--- config.mk ---
export PLATFORM = sky130hd
export DESIGN_NAME = sbx_exec
export DESIGN_NICKNAME = d
export VERILOG_FILES = /design/src/rtl/sbx_page_mem.v /design/src/rtl/sbx_exec.v
export VERILOG_INCLUDE_DIRS = /design/src /design/src/rtl
export SDC_FILE = /design/constraint.sdc
export NUM_CORES = 1
export LEC_CHECK = 0
export CORE_MARGIN = 3
export CORE_UTILIZATION = 50
export DETAILED_ROUTE_END_ITERATION = 8
export DONT_BUFFER_PORTS = 1
export GPL_TIMING_DRIVEN = 0
export PLACE_DENSITY = 0.71
export SLEW_MARGIN = 20
export SYNTH_ARGS = -nofsm -noshare
export SYNTH_HDL_FRONTEND = slang
export SYNTH_SLANG_ARGS = --single-unit
--- constraint.sdc ---
create_clock -name i_clk -period 14.6 [get_ports i_clk]
set_clock_uncertainty 0.15 [all_clocks]
set_input_delay 2.92 -clock i_clk [delete_from_list [all_inputs] [get_ports i_clk]]
set_output_delay 2.92 -clock i_clk [all_outputs]
set_load 0.02 [all_outputs]
--- src/rtl/sbx_regs.vh ---
`ifndef SBX_REGS_VH
`define SBX_REGS_VH
// Operation select codes on i_op
`define SBX_OP_NONE 3'h0
`define SBX_OP_REG_SBC 3'h1
`define SBX_OP_IMM_SBC 3'h2
`define SBX_OP_PAGE_LOAD 3'h3
`define SBX_OP_HALT 3'h4
// Working register and flag reset values
`define SBX_RST_WORK 8'h00
`define SBX_RST_CARRY 1'h0
`define SBX_RST_ZERO 1'h0
`define SBX_RST_HALF 1'h0
`define SBX_RST_EXPIRY_N 1'h1
`define SBX_RST_HALT_N 1'h1
// Sizes
`define SBX_DATA_W 8
`define SBX_RADDR_W 6
`define SBX_SADDR_W 4
`define SBX_PAGE_DEPTH 16
// Cycles per instruction
`define SBX_EXEC_CYCLES 1
`endif

--- src/rtl/sbx_page_mem.v ---
`timescale 1ns/1ps
`include "sbx_regs.vh"
// Special function page storage, registered read data
module sbx_page_mem #(
  parameter DW = 8,
  parameter AW = 4,
  parameter DEPTH = 16
) (
  input wire i_clk,
  input wire i_rst,
  input wire i_we,
  input wire [AW-1:0] i_waddr,
  input wire [DW-1:0] i_wdata,
  input wire [AW-1:0] i_raddr,
  output reg [DW-1:0] o_rdata
);
  reg [DW-1:0] mem_reg [0:DEPTH-1];
  integer k;

  // Write port, reset to zero
  always @(posedge i_clk or posedge i_rst)
  begin
    if (i_rst)
    begin
      for (k = 0; k < DEPTH; k = k + 1)
        mem_reg[k] <= {DW{1'b0}};
    end
    else if (i_we)
      mem_reg[i_waddr] <= i_wdata;
  end

  // Registered read
  always @(posedge i_clk or posedge i_rst)
  begin
    if (i_rst)
      o_rdata <= {DW{1'b0}};
    else
      o_rdata <= mem_reg[i_raddr];
  end
endmodule // sbx_page_mem

--- src/rtl/sbx_exec.v ---
`timescale 1ns/1ps
`include "sbx_regs.vh"
module sbx_exec #(
  parameter DW = `SBX_DATA_W,
  parameter RAW = `SBX_RADDR_W,
  parameter SAW = `SBX_SADDR_W
) (
  input wire i_clk,
  input wire i_rst,
  input wire i_valid,
  input wire [2:0] i_op,
  input wire [RAW-1:0] i_raddr,
  input wire i_dest,
  input wire [DW-1:0] i_reg_data,
  input wire [DW-1:0] i_imm,
  input wire [SAW-1:0] i_page_raddr,
  input wire i_wake,
  output wire o_ready,
  output reg [DW-1:0] o_working_register,
  output reg o_carry_flag,
  output reg o_zero_flag,
  output reg o_half_carry_flag,
  output reg o_watchdog_expiry_flag_n,
  output reg o_halt_flag_n,
  output reg o_halted,
  output reg o_wdt_clear,
  output reg o_reg_we,
  output reg [RAW-1:0] o_reg_waddr,
  output reg [DW-1:0] o_reg_wdata,
  output wire [DW-1:0] o_page_rdata
);
  // One-hot run and halt states
  localparam [1:0] ST_RUN = 2'b01;
  localparam [1:0] ST_HALT = 2'b10;

  reg [1:0] state_reg;
  reg [1:0] state_next;
  reg [DW-1:0] operand;
  reg [DW:0] sum;
  reg [4:0] low_sum;
  reg page_we;
  wire take;
  // Decoded strobes of a taken instruction
  wire do_reg_sbc;
  wire do_imm_sbc;
  wire do_sbc;
  wire do_page;
  wire do_halt;
  wire to_reg;

  // Subtract with borrow: a + ~w + c, 9-bit result
  function [DW:0] sbc_sum;
    input [DW-1:0] a;
    input [DW-1:0] w;
    input c;
    begin
      sbc_sum = {1'b0, a} + {1'b0, ~w} + {{DW{1'b0}}, c};
    end
  endfunction

  // Opcode match for a taken instruction
  function op_hit;
    input taken;
    input [2:0] op;
    input [2:0] code;
    begin
      op_hit = taken && (op == code);
    end
  endfunction

  // Zero test of a result byte
  function is_zero;
    input [DW-1:0] v;
    begin
      is_zero = (v == {DW{1'b0}});
    end
  endfunction

  // Ready while running; taken on ready and valid
  assign o_ready = (state_reg == ST_RUN);
  assign take = i_valid && o_ready;

  // One strobe per instruction kind
  assign do_reg_sbc = op_hit(take, i_op, `SBX_OP_REG_SBC);
  assign do_imm_sbc = op_hit(take, i_op, `SBX_OP_IMM_SBC);
  assign do_sbc = do_reg_sbc || do_imm_sbc;
  assign do_page = op_hit(take, i_op, `SBX_OP_PAGE_LOAD);
  assign do_halt = op_hit(take, i_op, `SBX_OP_HALT);
  assign to_reg = do_reg_sbc && i_dest;

  // Operand select and arithmetic
  always @*
  begin
    operand = (i_op == `SBX_OP_IMM_SBC) ? i_imm : i_reg_data;
    sum = sbc_sum(operand, o_working_register, o_carry_flag);
    low_sum = {1'b0, operand[3:0]} + {1'b0, ~o_working_register[3:0]}
      + {4'h0, o_carry_flag};
    page_we = do_page;
  end

  // Halt state machine, left only by wake
  always @*
  begin
    case (state_reg)
      ST_RUN:
      begin
        state_next = do_halt ? ST_HALT : ST_RUN;
      end
      ST_HALT:
      begin
        state_next = i_wake ? ST_RUN : ST_HALT;
      end
      default:
      begin
        state_next = ST_RUN;
      end
    endcase
  end

  always @(posedge i_clk or posedge i_rst)
  begin
    if (i_rst)
      state_reg <= ST_RUN;
    else
      state_reg <= state_next;
  end

  // Working register: immediate form, or register form with d clear
  always @(posedge i_clk or posedge i_rst)
  begin
    if (i_rst)
      o_working_register <= `SBX_RST_WORK;
    else if (do_sbc && !to_reg)
      o_working_register <= sum[DW-1:0];
  end

  // Status flags from either subtract form
  always @(posedge i_clk or posedge i_rst)
  begin
    if (i_rst)
    begin
      o_carry_flag <= `SBX_RST_CARRY;
      o_zero_flag <= `SBX_RST_ZERO;
      o_half_carry_flag <= `SBX_RST_HALF;
    end
    else if (do_sbc)
    begin
      o_carry_flag <= sum[DW];
      o_zero_flag <= is_zero(sum[DW-1:0]);
      o_half_carry_flag <= low_sum[4];
    end
  end

  // Write back port toward register R
  always @(posedge i_clk or posedge i_rst)
  begin
    if (i_rst)
    begin
      o_reg_we <= 1'b0;
      o_reg_waddr <= {RAW{1'b0}};
      o_reg_wdata <= {DW{1'b0}};
    end
    else
    begin
      o_reg_we <= to_reg;
      if (to_reg)
      begin
        o_reg_waddr <= i_raddr;
        o_reg_wdata <= sum[DW-1:0];
      end
    end
  end

  // Watchdog and prescaler clear, one cycle pulse
  always @(posedge i_clk or posedge i_rst)
  begin
    if (i_rst)
      o_wdt_clear <= 1'b0;
    else
      o_wdt_clear <= do_halt;
  end

  // Halt status flags, held until reset
  always @(posedge i_clk or posedge i_rst)
  begin
    if (i_rst)
    begin
      o_watchdog_expiry_flag_n <= `SBX_RST_EXPIRY_N;
      o_halt_flag_n <= `SBX_RST_HALT_N;
    end
    else if (do_halt)
    begin
      o_watchdog_expiry_flag_n <= 1'b1;
      o_halt_flag_n <= 1'b0;
    end
  end

  // Halted level follows the next state
  always @(posedge i_clk or posedge i_rst)
  begin
    if (i_rst)
      o_halted <= 1'b0;
    else
      o_halted <= (state_next == ST_HALT);
  end

  // Special function page store
  sbx_page_mem #(
    .DW(DW),
    .AW(SAW),
    .DEPTH(`SBX_PAGE_DEPTH)
  ) u_page (
    .i_clk(i_clk),
    .i_rst(i_rst),
    .i_we(page_we),
    .i_waddr(i_page_raddr),
    .i_wdata(o_working_register),
    .i_raddr(i_page_raddr),
    .o_rdata(o_page_rdata)
  );
endmodule // sbx_exec

==> impl_metrics.yaml, run 1 <==
status:
  outcome: "finished, final reports clean"
detailed_routing:
  ant_nets: 0
  drtIter0Drc: 280
  routed-via-count: 4364
  vias_per_cell: 6.003
  drcViolationCount: 0
  wire_per_inst_um: 22.92
  drt_wl_total_mm: 16.66
  drt_pre_antenna_iters: 4
sta:
  setup_viol: 0
  fin_setup_tns_ns: 0
  fin_crit_ns: 6.180
  worstMarginPinSlew_ns: 0.8597
  maxClockFrequency_mhz: 161.8
  drv_slew: 0
  finalHoldViolations: 0
  max_slew_margin_pct: 42.21
  post-route-period-util_pct: 42.33
  rsz0062_at_grt: "false"
power_and_ir_drop:
  power.switching_mw: 0.4765
  clockPowerShare_pct: 32.0
  swShare_pct: 32.97
  powerDensity_nw_per_um2: 168.3
  pwr-share-comb_pct: 21.3
  leakage_nw: 3.970
  power.internal_mw: 0.9688
  peakVddDrop_v: 0.0001191
  pwr-share-seq_pct: 46.7
grt:
  grt_start_max_net_pins: 107
  grt_pass1_wl_mm: 26.63
  overflow: 0
  antenna_found_initial: 0
  grt_pass1_vias: 4692
  grt_use_total_pct: 21.33
worst_setup_path:
  cp_slowest_stage_delay_ns: 0.64
  cp-end-kind: "register"
  critPathBufInv: 0
  critPathKind: "in2reg"
  slowest_stage: "nor3b_2"
  worst_r2r_path_depth: 8
  crit_arrival_ns: 6.37
  crit_chain: "nor3b_2 -> mux2_2 -> fa_1 -> fa_1 -> a211o_1 -> a2111o_1 -> o211ai_2 -> or4b_1 -> o31ai_2"
  crit_top_cell: "fa_1"
  cp.required_ns: 14.79
  path_delay_family: "simple AND/OR/NAND/NOR gates"
  reg2reg_to: "o_zero_flag"
  reg2reg_from: "o_working_register[0]"
  path_max_fanout: 9
  cp-start-kind: "input pin"
  r2r_slack_ns: 11.02
  setup.worst_path.start: "i_op[2]"
final_layout:
  drive_gt1_share_pct: 48.07
  n_fill_cell: 1137
  postLayoutCellArea_um2: 8589
  area_growth_pct: 11.39
  largest_reg_flops: 128
  antenna_cells: 0
  final_common_cell: "dfrtp_1"
  nets: 575
  mostFrequentLayoutCells: "165 x dfrtp_1, 142 x mux2_2, 40 x mux4_2"
synth:
  ys.flop_type: "dfrtp_1"
  syn_nets: 555
  yosysTopAreaCell: "dfrtp_1"
  synthDominantCellAreaShare_pct: 53.55
  synth_cell_type_count: 45
  syn_area_um2: 7711
  synth_edf_count: 0
  ys_warn_count: 0
  ys_seq_elements: 167
  ys_async_sr_fraction_pct: 100.0
  syn_inst: 510
  yosysSeqAreaShare_pct: 54.23
  avgSynthCellArea_um2: 15.12
  synth.area.top_cells: "dfrtp_1 54%, mux2_2 21%, mux4_2 12%"
clock_network:
  cts-root-buf: "clkbuf_16"
  htree_levels: 4
  tritoncts: "done"
  numCtsBuffers: 17
  cts_hold_buf: 0
  cts_max_path_buffers: 2
  cts_setup_buffers: 0
  cts_resized: 0
  clk_pin_slew_ns: 0.06
  clock-sinks: 167
  insertion_delay_ns: 0.42
hold_path:
  min_path_cells: 2
  hold_class: "reg2reg"
  worstHoldStart: "u_page.mem_reg[117]"
  min_to: "u_page.mem_reg[117]"
flow_run:
  maxCapViolations: 0
floorplanning:
  core_area_um2: 14810
  dieWidth_um: 130.2
  dieHeight_um: 130.2
  io_pins: 73
  start_util_pct: 52.07
  die_area_um2: 16950
  rows: 44
placement:
  gp_congestion: 0.7716
  dpl.hpwl_mm: 11.54
  port_buffers: 0
  postPlaceCellArea_um2: 7976
-- worst max-delay path by stage --
stage	to	slack, ns	cells after the start
2_1_floorplan	o_carry_flag	7.01	1
3_3_place_gp	u_page.mem_reg[5]	5.55	1
3_5_place_dp	o_zero_flag	7.98	9
4_1_cts	o_zero_flag	8.41	9
5_1_grt	o_zero_flag	8.26	9
6_report	o_zero_flag	8.42	9
-- worst register-to-register path, stage by stage, from the launching register on --
cell and delay, ns:
dfrtp_1 0.69, inv_1 0.20, fa_1 0.51, fa_1 0.45, a211o_1 0.34, a2111o_1 0.38
o211ai_2 0.10, or4b_1 0.50, o31ai_2 0.18
-- logic make-up after synthesis --
| logic type | synth area share (%) |
|---|---|
| other | 0.04863 |
| XOR/XNOR | 0.5679 |
| buffers and inverters | 2.272 |
| flip-flops | 54.23 |
| AO/OA/AOI/OAI | 3.683 |
| AND/OR/NAND/NOR | 4.803 |
| adder cells (fa/ha/maj) | 1.980 |
| multiplexers | 32.42 |
-- synth_stat cells, types with 2 or more instances --
library cell and instances:
dfrtp_1 165, mux2_2 142, mux4_2 40, nand2_1 15, inv_1 13, nor2_1 13
a21oi_1 11, buf_2 11, clkbuf_1 11, ha_1 9, nor2_2 9, o21ai_2 8
o21ai_0 7, xnor2_1 5, nand2b_1 4, nand3_1 4, nor3_2 4, a211oi_1 3
or3_1 3, buf_4 2, dfstp_2 2, fa_1 2, nand2_2 2, nand3b_1 2
o21bai_1 2, or4_1 2
-- layer usage --
layer,share of wire (%),up-vias,global-route usage (%)
met5,0,-,0
met4,2.7,0,8.252
met3,5.5,28,6.345
met2,48,107,33.28
met1,44,2310,28.41
li1,-,1919,-
-- power groups by stage --
stage	Clock (mW)	Combinational, mW	Sequential (mW)
3_3_place_gp	0	0.296	0.678
5_1_grt	0.494	0.342	0.686
4_1_cts	0.471	0.312	0.675
3_5_place_dp	0	0.309	0.684
6_report	0.462	0.308	0.675
2_1_floorplan	0	0.243	0.646
-- area by class of cell --
| type | instances | area (µm²) | share of cell area (%) |
|---|---|---|---|
| multi-input cells | 304 | 3354 | 39.05 |
| flip-flops and latches | 167 | 4182 | 48.68 |
| plain buffers | 26 | 126.4 | 1.471 |
| clock inverters | 13 | 170.2 | 1.981 |
| repair buffers | 1 | 27.53 | 0.3205 |
| clock buffers | 19 | 442.9 | 5.157 |
| inverters | 13 | 56.30 | 0.6555 |
| well taps | 184 | 230.2 | 2.680 |
-- through the flow --
step                setup WS, ns  power (mW)  std cells  hold WS (ns)  utilization, %
finish                     8.420       1.445        727        0.3282           58.00
global route               8.263       1.521        727        0.3633           58.00
CTS                        8.409       1.457        727        0.3297           58.00
detailed placement         7.979      0.9930        695        0.3161           53.86
global placement           5.547      0.9743        694        0.3156           53.62
floorplan                  7.015      0.8893        510        0.2967               -
(Power assumes the default switching activity.)
==> inputs of run 2 (changes only) <==
--- a/config.mk
+++ b/config.mk
@@ -11,7 +11,7 @@
 export DETAILED_ROUTE_END_ITERATION = 8
 export DONT_BUFFER_PORTS = 1
 export GPL_TIMING_DRIVEN = 0
-export PLACE_DENSITY = 0.71
+export PLACE_DENSITY = 0.74
 export SLEW_MARGIN = 20
 export SYNTH_ARGS = -nofsm -noshare
 export SYNTH_HDL_FRONTEND = slang
==> constraint.sdc (replaced) <==
create_clock -name i_clk -period 5.3 [get_ports i_clk]
set_clock_uncertainty 0.15 [all_clocks]
set_input_delay 1.06 -clock i_clk [delete_from_list [all_inputs] [get_ports i_clk]]
set_output_delay 1.06 -clock i_clk [all_outputs]
set_load 0.02 [all_outputs]
==> run 2 against run 1 <==
Register-to-register slack got worse by 9.3 ns. Critical endpoint unchanged. Clock power rose to 2.7 times the previous value. Die area is the same.
==> impl_metrics.yaml, run 2 (synthesis gave the netlist of run 1 again) <==
worst_setup_path:
  crit_top_cell: "fa_1"
  critPathKind: "in2reg"
  crit_chain: "nor3b_2 -> mux2_2 -> fa_1 -> fa_1 -> a211o_1 -> a2111o_1 -> o211ai_2 -> or4b_1 -> o31ai_2"
  cp_slowest_stage_delay_ns: 0.64
  critPathBufInv: 0
  slowest_stage: "nor3b_2"
  cp.required_ns: 5.49
  path_max_fanout: 9
  crit_arrival_ns: 4.49
  cp-start-kind: "input pin"
  path_delay_family: "simple AND/OR/NAND/NOR gates"
  cp-end-kind: "register"
final_layout:
  n_fill_cell: 1107
  postLayoutCellArea_um2: 8655
  mostFrequentLayoutCells: "165 x dfrtp_1, 142 x mux2_2, 40 x mux4_2"
  largest_reg_flops: 128
  antenna_cells: 0
  final_common_cell: "dfrtp_1"
  area_growth_pct: 12.23
  drive_gt1_share_pct: 48.26
  finish.utilization_pct: 58.44
  final_cells: 731
  nets: 579
status:
  outcome: "finished, final reports clean"
clock_network:
  cts_resized: 0
  insertion_delay_ns: 0.42
  cts_setup_buffers: 0
  cts_max_path_buffers: 2
  cts_hold_buf: 0
  clock-sinks: 167
  numCtsBuffers: 17
  htree_levels: 4
  clk_pin_slew_ns: 0.06
  tritoncts: "done"
  cts-root-buf: "clkbuf_16"
detailed_routing:
  ant_nets: 0
  drcViolationCount: 0
  drt_wl_total_mm: 16.94
  drt_pre_antenna_iters: 4
  routed-via-count: 4435
  vias_per_cell: 6.067
  drtIter0Drc: 303
  wire_per_inst_um: 23.17
sta:
  fin_setup_tns_ns: 0
  rsz0062_at_grt: "false"
  post-route-period-util_pct: 81.14
  setup_slack_ns: 0.9998
  drv_slew: 0
  finalHoldViolations: 0
  max_slew_margin_pct: 45.12
  finalHoldWorstSlack_ns: 0.3499
  maxClockFrequency_mhz: 232.5
  setup_viol: 0
  worstMarginPinSlew_ns: 0.8163
  fin_crit_ns: 4.300
grt:
  overflow: 0
  antenna_found_initial: 0
  grt_start_max_net_pins: 37
  grt_use_total_pct: 21.94
  grt_pass1_wl_mm: 27.36
  grt_pass1_vias: 4774
flow_run:
  maxCapViolations: 0
placement:
  gp_congestion: 0.9035
  postPlaceCellArea_um2: 8060
  dpl.hpwl_mm: 12.09
  port_buffers: 0
  place_ws_ns: 0.5785
  place_inst: 699
floorplanning:
  die_area_um2: 16950
  dieWidth_um: 130.2
  dieHeight_um: 130.2
  start_util_pct: 52.07
  io_pins: 73
  rows: 44
  core_area_um2: 14810
power_and_ir_drop:
  leakage_nw: 3.995
  peakVddDrop_v: 0.0003763
  powerDensity_nw_per_um2: 459.7
  power.total_mw: 3.978
hold_path:
  hold_class: "reg2reg"
run 2: changes by cell type in the layout (fill, tap and decap cells not counted):
cell	previous run	this run
buf_16	1	2
clkinv_4	2	3
clkbuf_8	1	3
inv_6	3	1
buf_12	0	3
inv_8	2	0
clkbuf_1	12	13
clkinvlp_4	2	3
bufinv_16	3	2
run 2: worst paths after layout:
kind | startpoint | end | slack (ns) | depth (start not counted)
setup / recovery | i_op[2] | o_zero_flag | 1.0 | 9
hold / removal | u_page.mem_reg[118] | u_page.mem_reg[118] | 0.35 | 2
setup reg to reg | o_working_register[0] | o_zero_flag | 1.73 | 8
hold reg to reg | u_page.mem_reg[118] | u_page.mem_reg[118] | 0.35 | 2
max in group asynchronous | i_rst | state_reg[0] | 3.70 | 3
min in group asynchronous | i_rst | u_page.mem_reg[103] | 0.46 | 1
run 2: worst register-to-register path, delay by kind of cell (launching register included):
kind,cells,cell delay (ns)
buffers and inverters,1,0.21
DFF,1,0.68
adders and majority gates,2,0.95
AOI/OAI and AO/OA,4,1.03
and+or+nand+nor,1,0.47
run 2: metal layers:
layer	global-route usage [%]	share of wire, %	wire length [µm]	up-vias
li1	-	-	-	1932
met1	30.32	43	7205	2356
met2	34.01	49	8251	132
met3	6.181	7.2	1228	15
met4	7.029	1.5	253	0
met5	0	0	0	-
run 2: layout make-up:
cell class | instances | area (µm²) | area share (%)
buffer | 26 | 126.4 | 1.460
clock buffer | 22 | 474.2 | 5.479
inverter | 13 | 52.55 | 0.6072
multi-input combinational | 304 | 3354 | 38.76
clock inverter | 10 | 120.1 | 1.388
tap | 184 | 230.2 | 2.660
timing repair buffer | 5 | 115.1 | 1.330
sequential | 167 | 4182 | 48.32
run 2: where the power goes:
part           switching [mW]  internal (mW)
Combinational           0.480          0.401
Clock                   0.502          0.734
Sequential              0.347           1.51
Total                    1.33           2.65
